==> src/hdl/freeze_pkg.sv <==
package freeze_pkg;

  // ----------------------------------------------------------------
  // register map, byte addresses
  // ----------------------------------------------------------------
  localparam int unsigned ADDR_W = 12;
  localparam logic [11:0] OFS_HOLD_EN = 12'h000;
  localparam logic [11:0] OFS_PULL_EN = 12'h004;
  localparam logic [11:0] OFS_PULL_UP = 12'h008;
  localparam logic [11:0] OFS_OUT_BUF = 12'h00C;
  localparam logic [11:0] OFS_BIDIR = 12'h010;
  localparam logic [11:0] OFS_STATUS = 12'h014;
  localparam logic [11:0] OFS_HELD = 12'h018;
  localparam logic [11:0] OFS_ENTRY_CNT = 12'h01C;

  // ----------------------------------------------------------------
  // field positions and reset values
  // ----------------------------------------------------------------
  localparam int unsigned STAT_FROZEN_BIT = 0;
  localparam int unsigned CNT_W = 16;
  localparam logic [31:0] RST_CFG = 32'h0000_0000;
  localparam logic [15:0] RST_CNT = 16'h0000;
  localparam logic [31:0] RST_RDATA = 32'h0000_0000;
  localparam int unsigned PIN_MAX = 32;

  // ----------------------------------------------------------------
  // enumerations
  // ----------------------------------------------------------------
  typedef enum logic {
    ST_RUN,
    ST_FROZEN
  } freeze_state_t;

  typedef enum logic {
    DIR_IN,
    DIR_OUT
  } pin_dir_t;

endpackage

==> src/hdl/freeze_ctrl.sv <==
`timescale 1ns/1ps
module freeze_ctrl
  import freeze_pkg::*;
(
  input wire logic pclk,
  input wire logic presetn,
  input wire logic freeze_request_pin,
  output logic frozen,
  output logic entry_pulse
);

  freeze_state_t state_ff;
  freeze_state_t nxt_state;

  // next state of the freeze tracker
  always_comb
  begin
    nxt_state = state_ff;
    case (state_ff)
      ST_RUN: if (freeze_request_pin) nxt_state = ST_FROZEN;
      ST_FROZEN: if (!freeze_request_pin) nxt_state = ST_RUN;
      default: nxt_state = ST_RUN;
    endcase
  end

  // state register
  always_ff @(posedge pclk or negedge presetn)
  begin
    if (!presetn)
      state_ff <= ST_RUN;
    else
      state_ff <= nxt_state;
  end

  assign frozen = (state_ff == ST_FROZEN);
  assign entry_pulse = (state_ff == ST_RUN) && freeze_request_pin;

endmodule

==> src/hdl/pin_cell.sv <==
`timescale 1ns/1ps
module pin_cell
  import freeze_pkg::*;
(
  input wire logic pclk,
  input wire logic presetn,
  input wire logic frozen,
  input wire logic hold_en,
  input wire logic pull_en,
  input wire logic pull_up,
  input wire logic out_buf,
  input wire logic bidir,
  input wire logic core_out,
  input wire logic core_oe,
  input wire logic pad_in,
  output logic pad_out,
  output logic pad_oe,
  output logic pad_pull_en,
  output logic pad_pull_up,
  output logic core_in,
  output logic held
);

  pin_dir_t dir_ff;
  logic held_ff;
  logic live_out;

  // a bidir follows its enable, otherwise the buffer kind decides
  assign live_out = bidir ? core_oe : out_buf;

  // track direction and value until freeze, then stop updating
  always_ff @(posedge pclk or negedge presetn)
  begin
    if (!presetn)
    begin
      dir_ff <= DIR_IN;
      held_ff <= 1'b0;
    end
    else if (!frozen)
    begin
      dir_ff <= live_out ? DIR_OUT : DIR_IN;
      held_ff <= live_out ? core_out : pad_in;
    end
  end

  assign held = held_ff;

  // pad and core side selection
  always_comb
  begin
    pad_out = core_out;
    pad_oe = live_out;
    pad_pull_en = pull_en;
    pad_pull_up = pull_up;
    core_in = pad_in;
    if (frozen)
    begin
      pad_out = held_ff;
      pad_oe = 1'b0;
      core_in = hold_en ? held_ff : 1'b1;
      case (dir_ff)
        DIR_OUT:
          if (hold_en)
          begin
            pad_pull_en = 1'b1;
            pad_pull_up = held_ff;
          end
        DIR_IN: ;
        default: pad_pull_en = 1'b0;
      endcase
    end
  end

endmodule

==> src/hdl/io_freeze_retention.sv <==
`timescale 1ns/1ps
module io_freeze_retention
  import freeze_pkg::*;
#(
  parameter int unsigned NUM_PINS = 8
)
(
  input wire logic pclk,
  input wire logic presetn,
  input wire logic psel,
  input wire logic penable,
  input wire logic pwrite,
  input wire logic [ADDR_W-1:0] paddr,
  input wire logic [31:0] pwdata,
  output logic [31:0] prdata,
  output logic pready,
  output logic pslverr,
  input wire logic freeze_request_pin,
  output logic freeze_active,
  input wire logic [NUM_PINS-1:0] core_out,
  input wire logic [NUM_PINS-1:0] core_oe,
  output logic [NUM_PINS-1:0] core_in,
  input wire logic [NUM_PINS-1:0] pad_in,
  output logic [NUM_PINS-1:0] pad_out,
  output logic [NUM_PINS-1:0] pad_oe,
  output logic [NUM_PINS-1:0] pad_pull_en,
  output logic [NUM_PINS-1:0] pad_pull_up
);

  // ----------------------------------------------------------------
  // elaboration check
  // ----------------------------------------------------------------
  if (NUM_PINS < 1 || NUM_PINS > PIN_MAX)
  begin : g_bad_width
    $error("NUM_PINS must lie between 1 and 32");
  end

  // ----------------------------------------------------------------
  // declarations
  // ----------------------------------------------------------------
  logic [NUM_PINS-1:0] hold_en_ff;
  logic [NUM_PINS-1:0] pull_en_ff;
  logic [NUM_PINS-1:0] pull_up_ff;
  logic [NUM_PINS-1:0] out_buf_ff;
  logic [NUM_PINS-1:0] bidir_ff;
  logic [NUM_PINS-1:0] held;
  logic [NUM_PINS-1:0] out_sel;
  logic [CNT_W-1:0] entry_cnt_ff;
  logic [31:0] prdata_ff;
  logic pslverr_ff;
  logic [31:0] nxt_prdata;
  logic nxt_pslverr;
  logic frz;
  logic entry_pulse;
  logic setup_phase;
  logic wr_access;

  // widen a pin vector into a bus word, upper bits zero
  function automatic logic [31:0] widen(input logic [NUM_PINS-1:0] v);
    logic [31:0] w;
    w = RST_RDATA;
    w[NUM_PINS-1:0] = v;
    return w;
  endfunction

  // ----------------------------------------------------------------
  // freeze tracking
  // ----------------------------------------------------------------
  freeze_ctrl u_freeze_ctrl (
    .pclk(pclk),
    .presetn(presetn),
    .freeze_request_pin(freeze_request_pin),
    .frozen(frz),
    .entry_pulse(entry_pulse)
  );

  assign freeze_active = frz;

  // ----------------------------------------------------------------
  // apb handshake
  // ----------------------------------------------------------------
  // zero wait states: the access phase always completes at once
  assign pready = 1'b1;
  assign setup_phase = psel && !penable;
  assign wr_access = psel && penable && pready && pwrite;
  assign prdata = prdata_ff;
  assign pslverr = pslverr_ff;

  // ----------------------------------------------------------------
  // configuration registers
  // ----------------------------------------------------------------
  // per-pin settings, written in the access phase
  always_ff @(posedge pclk or negedge presetn)
  begin
    if (!presetn)
    begin
      hold_en_ff <= RST_CFG[NUM_PINS-1:0];
      pull_en_ff <= RST_CFG[NUM_PINS-1:0];
      pull_up_ff <= RST_CFG[NUM_PINS-1:0];
      out_buf_ff <= RST_CFG[NUM_PINS-1:0];
      bidir_ff <= RST_CFG[NUM_PINS-1:0];
    end
    else if (wr_access)
    begin
      case (paddr)
        OFS_HOLD_EN: hold_en_ff <= pwdata[NUM_PINS-1:0];
        OFS_PULL_EN: pull_en_ff <= pwdata[NUM_PINS-1:0];
        OFS_PULL_UP: pull_up_ff <= pwdata[NUM_PINS-1:0];
        OFS_OUT_BUF: out_buf_ff <= pwdata[NUM_PINS-1:0];
        OFS_BIDIR: bidir_ff <= pwdata[NUM_PINS-1:0];
        default: ;
      endcase
    end
  end

  // ----------------------------------------------------------------
  // freeze entry counter
  // ----------------------------------------------------------------
  // a write clears it; an entry in the same cycle still counts
  always_ff @(posedge pclk or negedge presetn)
  begin
    if (!presetn)
      entry_cnt_ff <= RST_CNT;
    else if (wr_access && paddr == OFS_ENTRY_CNT)
      entry_cnt_ff <= entry_pulse ? CNT_W'(1) : RST_CNT;
    else if (entry_pulse)
      entry_cnt_ff <= entry_cnt_ff + CNT_W'(1);
  end

  // ----------------------------------------------------------------
  // read path
  // ----------------------------------------------------------------
  // decode during setup so the data sits in a flop for the access
  always_comb
  begin
    nxt_prdata = RST_RDATA;
    nxt_pslverr = 1'b0;
    case (paddr)
      OFS_HOLD_EN: nxt_prdata = widen(hold_en_ff);
      OFS_PULL_EN: nxt_prdata = widen(pull_en_ff);
      OFS_PULL_UP: nxt_prdata = widen(pull_up_ff);
      OFS_OUT_BUF: nxt_prdata = widen(out_buf_ff);
      OFS_BIDIR: nxt_prdata = widen(bidir_ff);
      OFS_STATUS: nxt_prdata[STAT_FROZEN_BIT] = frz;
      OFS_HELD: nxt_prdata = widen(held);
      OFS_ENTRY_CNT: nxt_prdata[CNT_W-1:0] = entry_cnt_ff;
      default: nxt_pslverr = 1'b1;
    endcase
    if (pwrite)
      nxt_prdata = RST_RDATA;
  end

  // read data and error flops
  always_ff @(posedge pclk or negedge presetn)
  begin
    if (!presetn)
    begin
      prdata_ff <= RST_RDATA;
      pslverr_ff <= 1'b0;
    end
    else if (setup_phase)
    begin
      prdata_ff <= nxt_prdata;
      pslverr_ff <= nxt_pslverr;
    end
    else if (!psel)
    begin
      prdata_ff <= RST_RDATA;
      pslverr_ff <= 1'b0;
    end
  end

  // ----------------------------------------------------------------
  // pin cells
  // ----------------------------------------------------------------
  for (genvar i = 0; i < NUM_PINS; i++)
  begin : g_pin
    // each pin carries its own hold and pull choice
    pin_cell u_pin_cell (
      .pclk(pclk),
      .presetn(presetn),
      .frozen(frz),
      .hold_en(hold_en_ff[i]),
      .pull_en(pull_en_ff[i]),
      .pull_up(pull_up_ff[i]),
      .out_buf(out_buf_ff[i]),
      .bidir(bidir_ff[i]),
      .core_out(core_out[i]),
      .core_oe(core_oe[i]),
      .pad_in(pad_in[i]),
      .pad_out(pad_out[i]),
      .pad_oe(pad_oe[i]),
      .pad_pull_en(pad_pull_en[i]),
      .pad_pull_up(pad_pull_up[i]),
      .core_in(core_in[i]),
      .held(held[i])
    );

    // reference direction, derived apart from the cell
    assign out_sel[i] = bidir_ff[i] ? core_oe[i] : out_buf_ff[i];

    // ------------------------------------------------------------
    // checks per pin
    // ------------------------------------------------------------
    chk_out_hold_value: assert property (
      @(posedge pclk) disable iff (!presetn)
      $rose(frz) && hold_en_ff[i] && $past(out_sel[i])
      |-> pad_pull_en[i] && !pad_oe[i] && pad_pull_up[i] == $past(core_out[i]))
      else $error("held output not pulled to last driven value");

    chk_in_hold_capture: assert property (
      @(posedge pclk) disable iff (!presetn)
      $rose(frz) && hold_en_ff[i] && !$past(out_sel[i])
      |-> core_in[i] == $past(pad_in[i]))
      else $error("held input lost its pre-freeze value");

    chk_hold_core_steady: assert property (
      @(posedge pclk) disable iff (!presetn)
      frz && $past(frz) && hold_en_ff[i] && $stable(hold_en_ff[i])
      |-> $stable(core_in[i]))
      else $error("held core value moved while frozen");

    chk_pull_no_hold: assert property (
      @(posedge pclk) disable iff (!presetn)
      frz && !hold_en_ff[i] && pull_en_ff[i]
      |-> pad_pull_en[i] && !pad_oe[i] && pad_pull_up[i] == pull_up_ff[i])
      else $error("configured pull not applied while frozen");

    chk_hold_beats_pull: assert property (
      @(posedge pclk) disable iff (!presetn)
      $rose(frz) && hold_en_ff[i] && $past(out_sel[i]) && pull_en_ff[i]
      ##1 frz && $stable(hold_en_ff[i])
      |-> pad_pull_up[i] == $past(pad_pull_up[i]) && pad_pull_en[i])
      else $error("pull setting overrode the held output level");

    chk_tristate_high: assert property (
      @(posedge pclk) disable iff (!presetn)
      frz && !hold_en_ff[i] && !pull_en_ff[i]
      |-> !pad_oe[i] && !pad_pull_en[i] && core_in[i])
      else $error("unconfigured pin not tristated with core high");

    chk_entry_value: assert property (
      @(posedge pclk) disable iff (!presetn)
      $rose(frz) && hold_en_ff[i] && !$past(out_sel[i])
      ##1 frz && hold_en_ff[i] |-> core_in[i] == $past(pad_in[i], 2))
      else $error("held input differs from value at entry");

    chk_unheld_high: assert property (
      @(posedge pclk) disable iff (!presetn)
      $rose(frz) && !hold_en_ff[i]
      |-> core_in[i] [*2] or (core_in[i] ##1 !frz))
      else $error("unheld input not forced high while frozen");

    chk_bidir_held_core: assert property (
      @(posedge pclk) disable iff (!presetn)
      $rose(frz) && hold_en_ff[i] && bidir_ff[i] && $past(core_oe[i])
      |-> core_in[i] == $past(core_out[i]) && pad_pull_up[i] == core_in[i])
      else $error("bidir core side does not see held value");

    chk_bidir_direction: assert property (
      @(posedge pclk) disable iff (!presetn)
      !frz && bidir_ff[i] |-> pad_oe[i] == core_oe[i])
      else $error("bidir pad enable does not follow core enable");

    chk_release_normal: assert property (
      @(posedge pclk) disable iff (!presetn)
      $fell(frz) |-> core_in[i] == pad_in[i] && pad_oe[i] == out_sel[i]
      && pad_out[i] == core_out[i] && pad_pull_en[i] == pull_en_ff[i])
      else $error("pin not back to normal after freeze release");

    chk_normal_pull: assert property (
      @(posedge pclk) disable iff (!presetn)
      !frz |-> pad_pull_en[i] == pull_en_ff[i] && pad_pull_up[i] == pull_up_ff[i])
      else $error("pull setting not followed outside freeze");

    chk_track_out: assert property (
      @(posedge pclk) disable iff (!presetn)
      !frz && out_sel[i] |=> held[i] == $past(core_out[i]))
      else $error("held value not tracking the driven output");

    chk_track_in: assert property (
      @(posedge pclk) disable iff (!presetn)
      !frz && !out_sel[i] |=> held[i] == $past(pad_in[i]))
      else $error("held value not tracking the sensed pad");
  end

  // ----------------------------------------------------------------
  // checks on freeze timing, pin independence and apb errors
  // ----------------------------------------------------------------
  chk_freeze_entry: assert property (
    @(posedge pclk) disable iff (!presetn)
    freeze_request_pin && !frz |=> frz && entry_cnt_ff != $past(entry_cnt_ff))
    else $error("freeze not entered one cycle after request");

  chk_freeze_exit: assert property (
    @(posedge pclk) disable iff (!presetn)
    !freeze_request_pin && frz |=> !frz)
    else $error("freeze not left one cycle after release");

  chk_per_pin_mix: assert property (
    @(posedge pclk) disable iff (!presetn)
    frz |-> ((core_in | hold_en_ff) == {NUM_PINS{1'b1}}))
    else $error("pin without hold drove core low while frozen");

  chk_apb_error: assert property (
    @(posedge pclk) disable iff (!presetn)
    setup_phase && nxt_pslverr ##1 psel && penable |-> pslverr && prdata == RST_RDATA)
    else $error("unmapped access not answered with an error");

  // ----------------------------------------------------------------
  // checks on the register side
  // ----------------------------------------------------------------
  chk_cfg_write: assert property (
    @(posedge pclk) disable iff (!presetn)
    wr_access && paddr == OFS_HOLD_EN |=> hold_en_ff == $past(pwdata[NUM_PINS-1:0]))
    else $error("hold setting not taken from the bus");

  chk_cnt_clear: assert property (
    @(posedge pclk) disable iff (!presetn)
    wr_access && paddr == OFS_ENTRY_CNT
    |=> entry_cnt_ff == ($past(entry_pulse) ? CNT_W'(1) : RST_CNT))
    else $error("entry count not cleared by a write");

  chk_cnt_step: assert property (
    @(posedge pclk) disable iff (!presetn)
    entry_pulse && !(wr_access && paddr == OFS_ENTRY_CNT)
    |=> entry_cnt_ff == $past(entry_cnt_ff) + CNT_W'(1))
    else $error("entry count did not step on freeze entry");

  chk_status_read: assert property (
    @(posedge pclk) disable iff (!presetn)
    setup_phase && !pwrite && paddr == OFS_STATUS |=> prdata[STAT_FROZEN_BIT] == $past(frz))
    else $error("status read does not show the freeze state");

  chk_idle_rdata: assert property (
    @(posedge pclk) disable iff (!presetn)
    !psel |=> prdata == RST_RDATA && !pslverr)
    else $error("read data or error left standing while idle");

  chk_write_rdata: assert property (
    @(posedge pclk) disable iff (!presetn)
    setup_phase && pwrite |=> prdata == RST_RDATA)
    else $error("write access returned read data");

endmodule

==> config.mk <==
export PLATFORM = sky130hd
export DESIGN_NAME = io_freeze_retention
export DESIGN_NICKNAME = d
export VERILOG_FILES = /design/src/hdl/freeze_pkg.sv /design/src/hdl/freeze_ctrl.sv /design/src/hdl/pin_cell.sv /design/src/hdl/io_freeze_retention.sv
export SDC_FILE = /design/constraint.sdc
export NUM_CORES = 1
export LEC_CHECK = 0
export ABC_AREA = 1
export BUFFER_PORTS_ARGS = -buffer_cell sky130_fd_sc_hd__buf_2
export CORE_ASPECT_RATIO = 1.4
export CORE_MARGIN = 2
export CORE_UTILIZATION = 30
export CTS_CLUSTER_DIAMETER = 80
export DETAILED_ROUTE_END_ITERATION = 8
export PLACE_DENSITY = 0.52
export SKIP_LAST_GASP = 1
export SYNTH_ARGS = -nofsm -noshare
export SYNTH_HDL_FRONTEND = slang
export SYNTH_HIERARCHICAL = 1
export SYNTH_SLANG_ARGS = --single-unit
export TNS_END_PERCENT = 100
==> constraint.sdc <==
create_clock -name pclk -period 2.1 [get_ports pclk]
set_input_delay 0.315 -clock pclk [delete_from_list [all_inputs] [get_ports pclk]]
set_output_delay 0.315 -clock pclk [all_outputs]
set_load 0.01 [all_outputs]
==> impl_results.md <==
* Core area at 17900 sq um
* Peak supply drop at 0.341 mV
* Setup TNS at 0 ns
* GR Util met3 at 2.52%
* Leakage at 3.63 nW
* Placer Congestion at 0.831
* Endpoints failing setup at 0
* Clk slew on worst S/H paths at 0.06 ns
* Final Total Pwr at 0.00412 W
* CTS Buf Count at 9
* Post-Syn Area at 5420 sq um
* YS warnings at 6
* Minimum clock period at 1.91 ns
* IO Port Bufs at 107
* Worst min path class: in2reg
* Global-route wire length before repair at 24.0 mm
* Finished Layout Cells at 1126
* Clock root cell: clkbuf_16
* Status: complete, no violations
* Antenna violations before repair at 0
* Die width at 118 um
* Largest net degree at the start of global routing at 40
* Gr busiest metal: met2
* Max FO, Critical Path at 27
* Flop pwr share at 46.2%
* Post-DR vias/cell at 4.46
* Filler cells at 1968
* HPWL Detailed at 11.5 mm
* Area Overhead vs Synth at 20.8%
* Number of global-route vias before repair at 4732
* Internal power at 0.00301 W
* Clk buf depth at 2
* Setup CP Type: reg2out
* Die Span Y at 163 um
* Final hold viol count at 0
* Initial DRT Pass Iterations at 4
* Total clock sinks at 90
* Post-Place Cells at 1109
* Unique masters post-synth at 34
* Sequential-to-total area share from yosys stat at 41.6%
* Most common cell after layout, fill and taps aside: nand2_1
* GR Util met2 at 29.0%
* Std-Cell Rows at 58
* N_diodes at 0
* Slew Limit Fails at 0
* Initial core utilization at 30.3%
* DRC Markers at 0
* Combinational share of power at 11.3%
* Crit path DAT at 1.59 ns
* CTS tree: yes
* Num ports at 149
* Max-cap viol count at 0
* Worst Hold Path Cells at 1
* Pwr/cell area at 630 nW/um^2
* R2R cell count at 8
* Post-route antenna net violation count at 0
* Setup repair bufs after CTS at 0
* Final Cycle Share at 90.8%
* NetSw at 0.00111 W
* Remaining global-route overflow at 0
* Cells after Synth at 762
* CP required at 1.78 ns
* RSZ-0062 raised after global routing: false
* Synth Register Bits at 90
* DRT iter0 DRCs at 217
* Via Count at 5023
* WL/cell at 13.2 um
* Met1 GRT Util at 19.3%
* Clock power share at 42.5%
* Avg Cell Area, Syn at 7.11 sq um
* Routed wire length at 14.9 mm
* NumNets Final at 956
* Most frequent cells in the layout: nand2_1 (234), inv_1 (118), buf_2 (106), dfrtp_1 (90), nand3_1 (87)
* H-tree depth at 3
* Switching Share at 26.9%
* Clk_skew at 0.00814 ns
* Layout cells sized above 1 at 20.3%
* Tot GR Track Use at 15.8%
* Later-pin clock latency in the skew report at 0.35 ns
* Die Footprint at 19200 sq um
* Worst setup SP type: flop
* Fmax at 525 MHz
* CP Capture Type: output pin
* Flop2flop setup slack at 0.52 ns
power groups by stage:
stage | combinational [W] | clock, W | sequential, W
6_report | 0.000466 | 0.00175 | 0.00191
5_1_grt | 0.000529 | 0.00186 | 0.00192
4_1_cts | 0.000473 | 0.00178 | 0.00191
3_5_place_dp | 0.000471 | 0 | 0.00194
3_3_place_gp | 0.000468 | 0 | 0.00194
2_1_floorplan | 0.000307 | 0 | 0.00191
synth_stat cells (all sizes together):
cell type | number | share of area, %
nand2 | 247 | 18
inv | 124 | 8.6
dfrtp | 90 | 42
nand3 | 90 | 8.7
o21ai | 69 | 6.4
nor2 | 60 | 6.1
buf | 31 | 4.3
a21oi | 10 | 0.92
nand4 | 10 | 1.3
o211ai | 8 | 1.1
o31ai | 6 | 0.83
nor3 | 5 | 0.76
xor2 | 4 | 0.65
and3 | 2 | 0.23
conb | 2 | 0.14
clkbuf | 1 | 0.069
clkinv | 1 | 0.069
ha | 1 | 0.23
nand3b | 1 | 0.14
stage by stage:
stage               area, sq um  util [%]  hold WS, ns  worst slack [ns]
floorplan                  5470         -       0.0194             0.311
global placement           6210      34.8        0.303             0.242
detailed placement         6210      34.8        0.307             0.225
CTS                        6540      36.6       0.0933             0.161
global route               6540      36.6       0.0895            0.0676
finish                     6540      36.6       0.0946             0.194
cell families after synthesis:
group / synth area share [%]
AOI/OAI and AO/OA: 9.24
xor gates and xnor gates: 0.647
adders and majority gates: 0.231
buffers and inverters: 13.1
DFF: 41.6
other: 0.139
and+or+nand+nor: 35.0
repair_timing:
action	CTS	global route
resized for setup	0	0
hold buffers	1	0
endpoints found under the hold margin	29	0
final cells by class:
class	count	area [sq um]	share of cell area, %
clock buffer	9	225	3.44
timing repair buffer	125	688	10.5
multi-input combinational	530	2510	38.4
inverter	125	472	7.21
tap	240	300	4.59
sequential	90	2250	34.4
clock inverter	7	93.8	1.43
metal layers:
metal / wire (um) / share of wire, %
met5: 0 / 0
met4: 230 / 1.5
met3: 576 / 3.9
met2: 7590 / 51
met1: 6490 / 44
registers in the layout (all words and copies together), names as in the netlist:
register	flops
out_buf_ff	8
prdata	16
pslverr	1
g_pin.u_pin_cell/dir_ff	8
entry_cnt_ff	16
u_freeze_ctrl/frozen	1
hold_en_ff	8
pull_en_ff	8
bidir_ff	8
g_pin.u_pin_cell/held	8
pull_up_ff	8
worst max-delay path, cell delays in order (launching register included):
cell,delay [ns]
dfrtp_1,0.39
buf_4,0.32
nand3_1,0.18
o21ai_1,0.18
buf_2,0.15
path summary, 6_finish.rpt:
path,startpoint,end
worst max-delay path,u_freeze_ctrl/frozen,pad_pull_up[1]
worst min-delay path,freeze_request_pin,u_freeze_ctrl/frozen
worst max register to register,entry_cnt_ff[0],entry_cnt_ff[12]
worst min register to register,prdata[12],prdata[12]
max in group asynchronous,presetn,entry_cnt_ff[6]
min in group asynchronous,presetn,out_buf_ff[4]
Power figures use the tool's default switching activity.
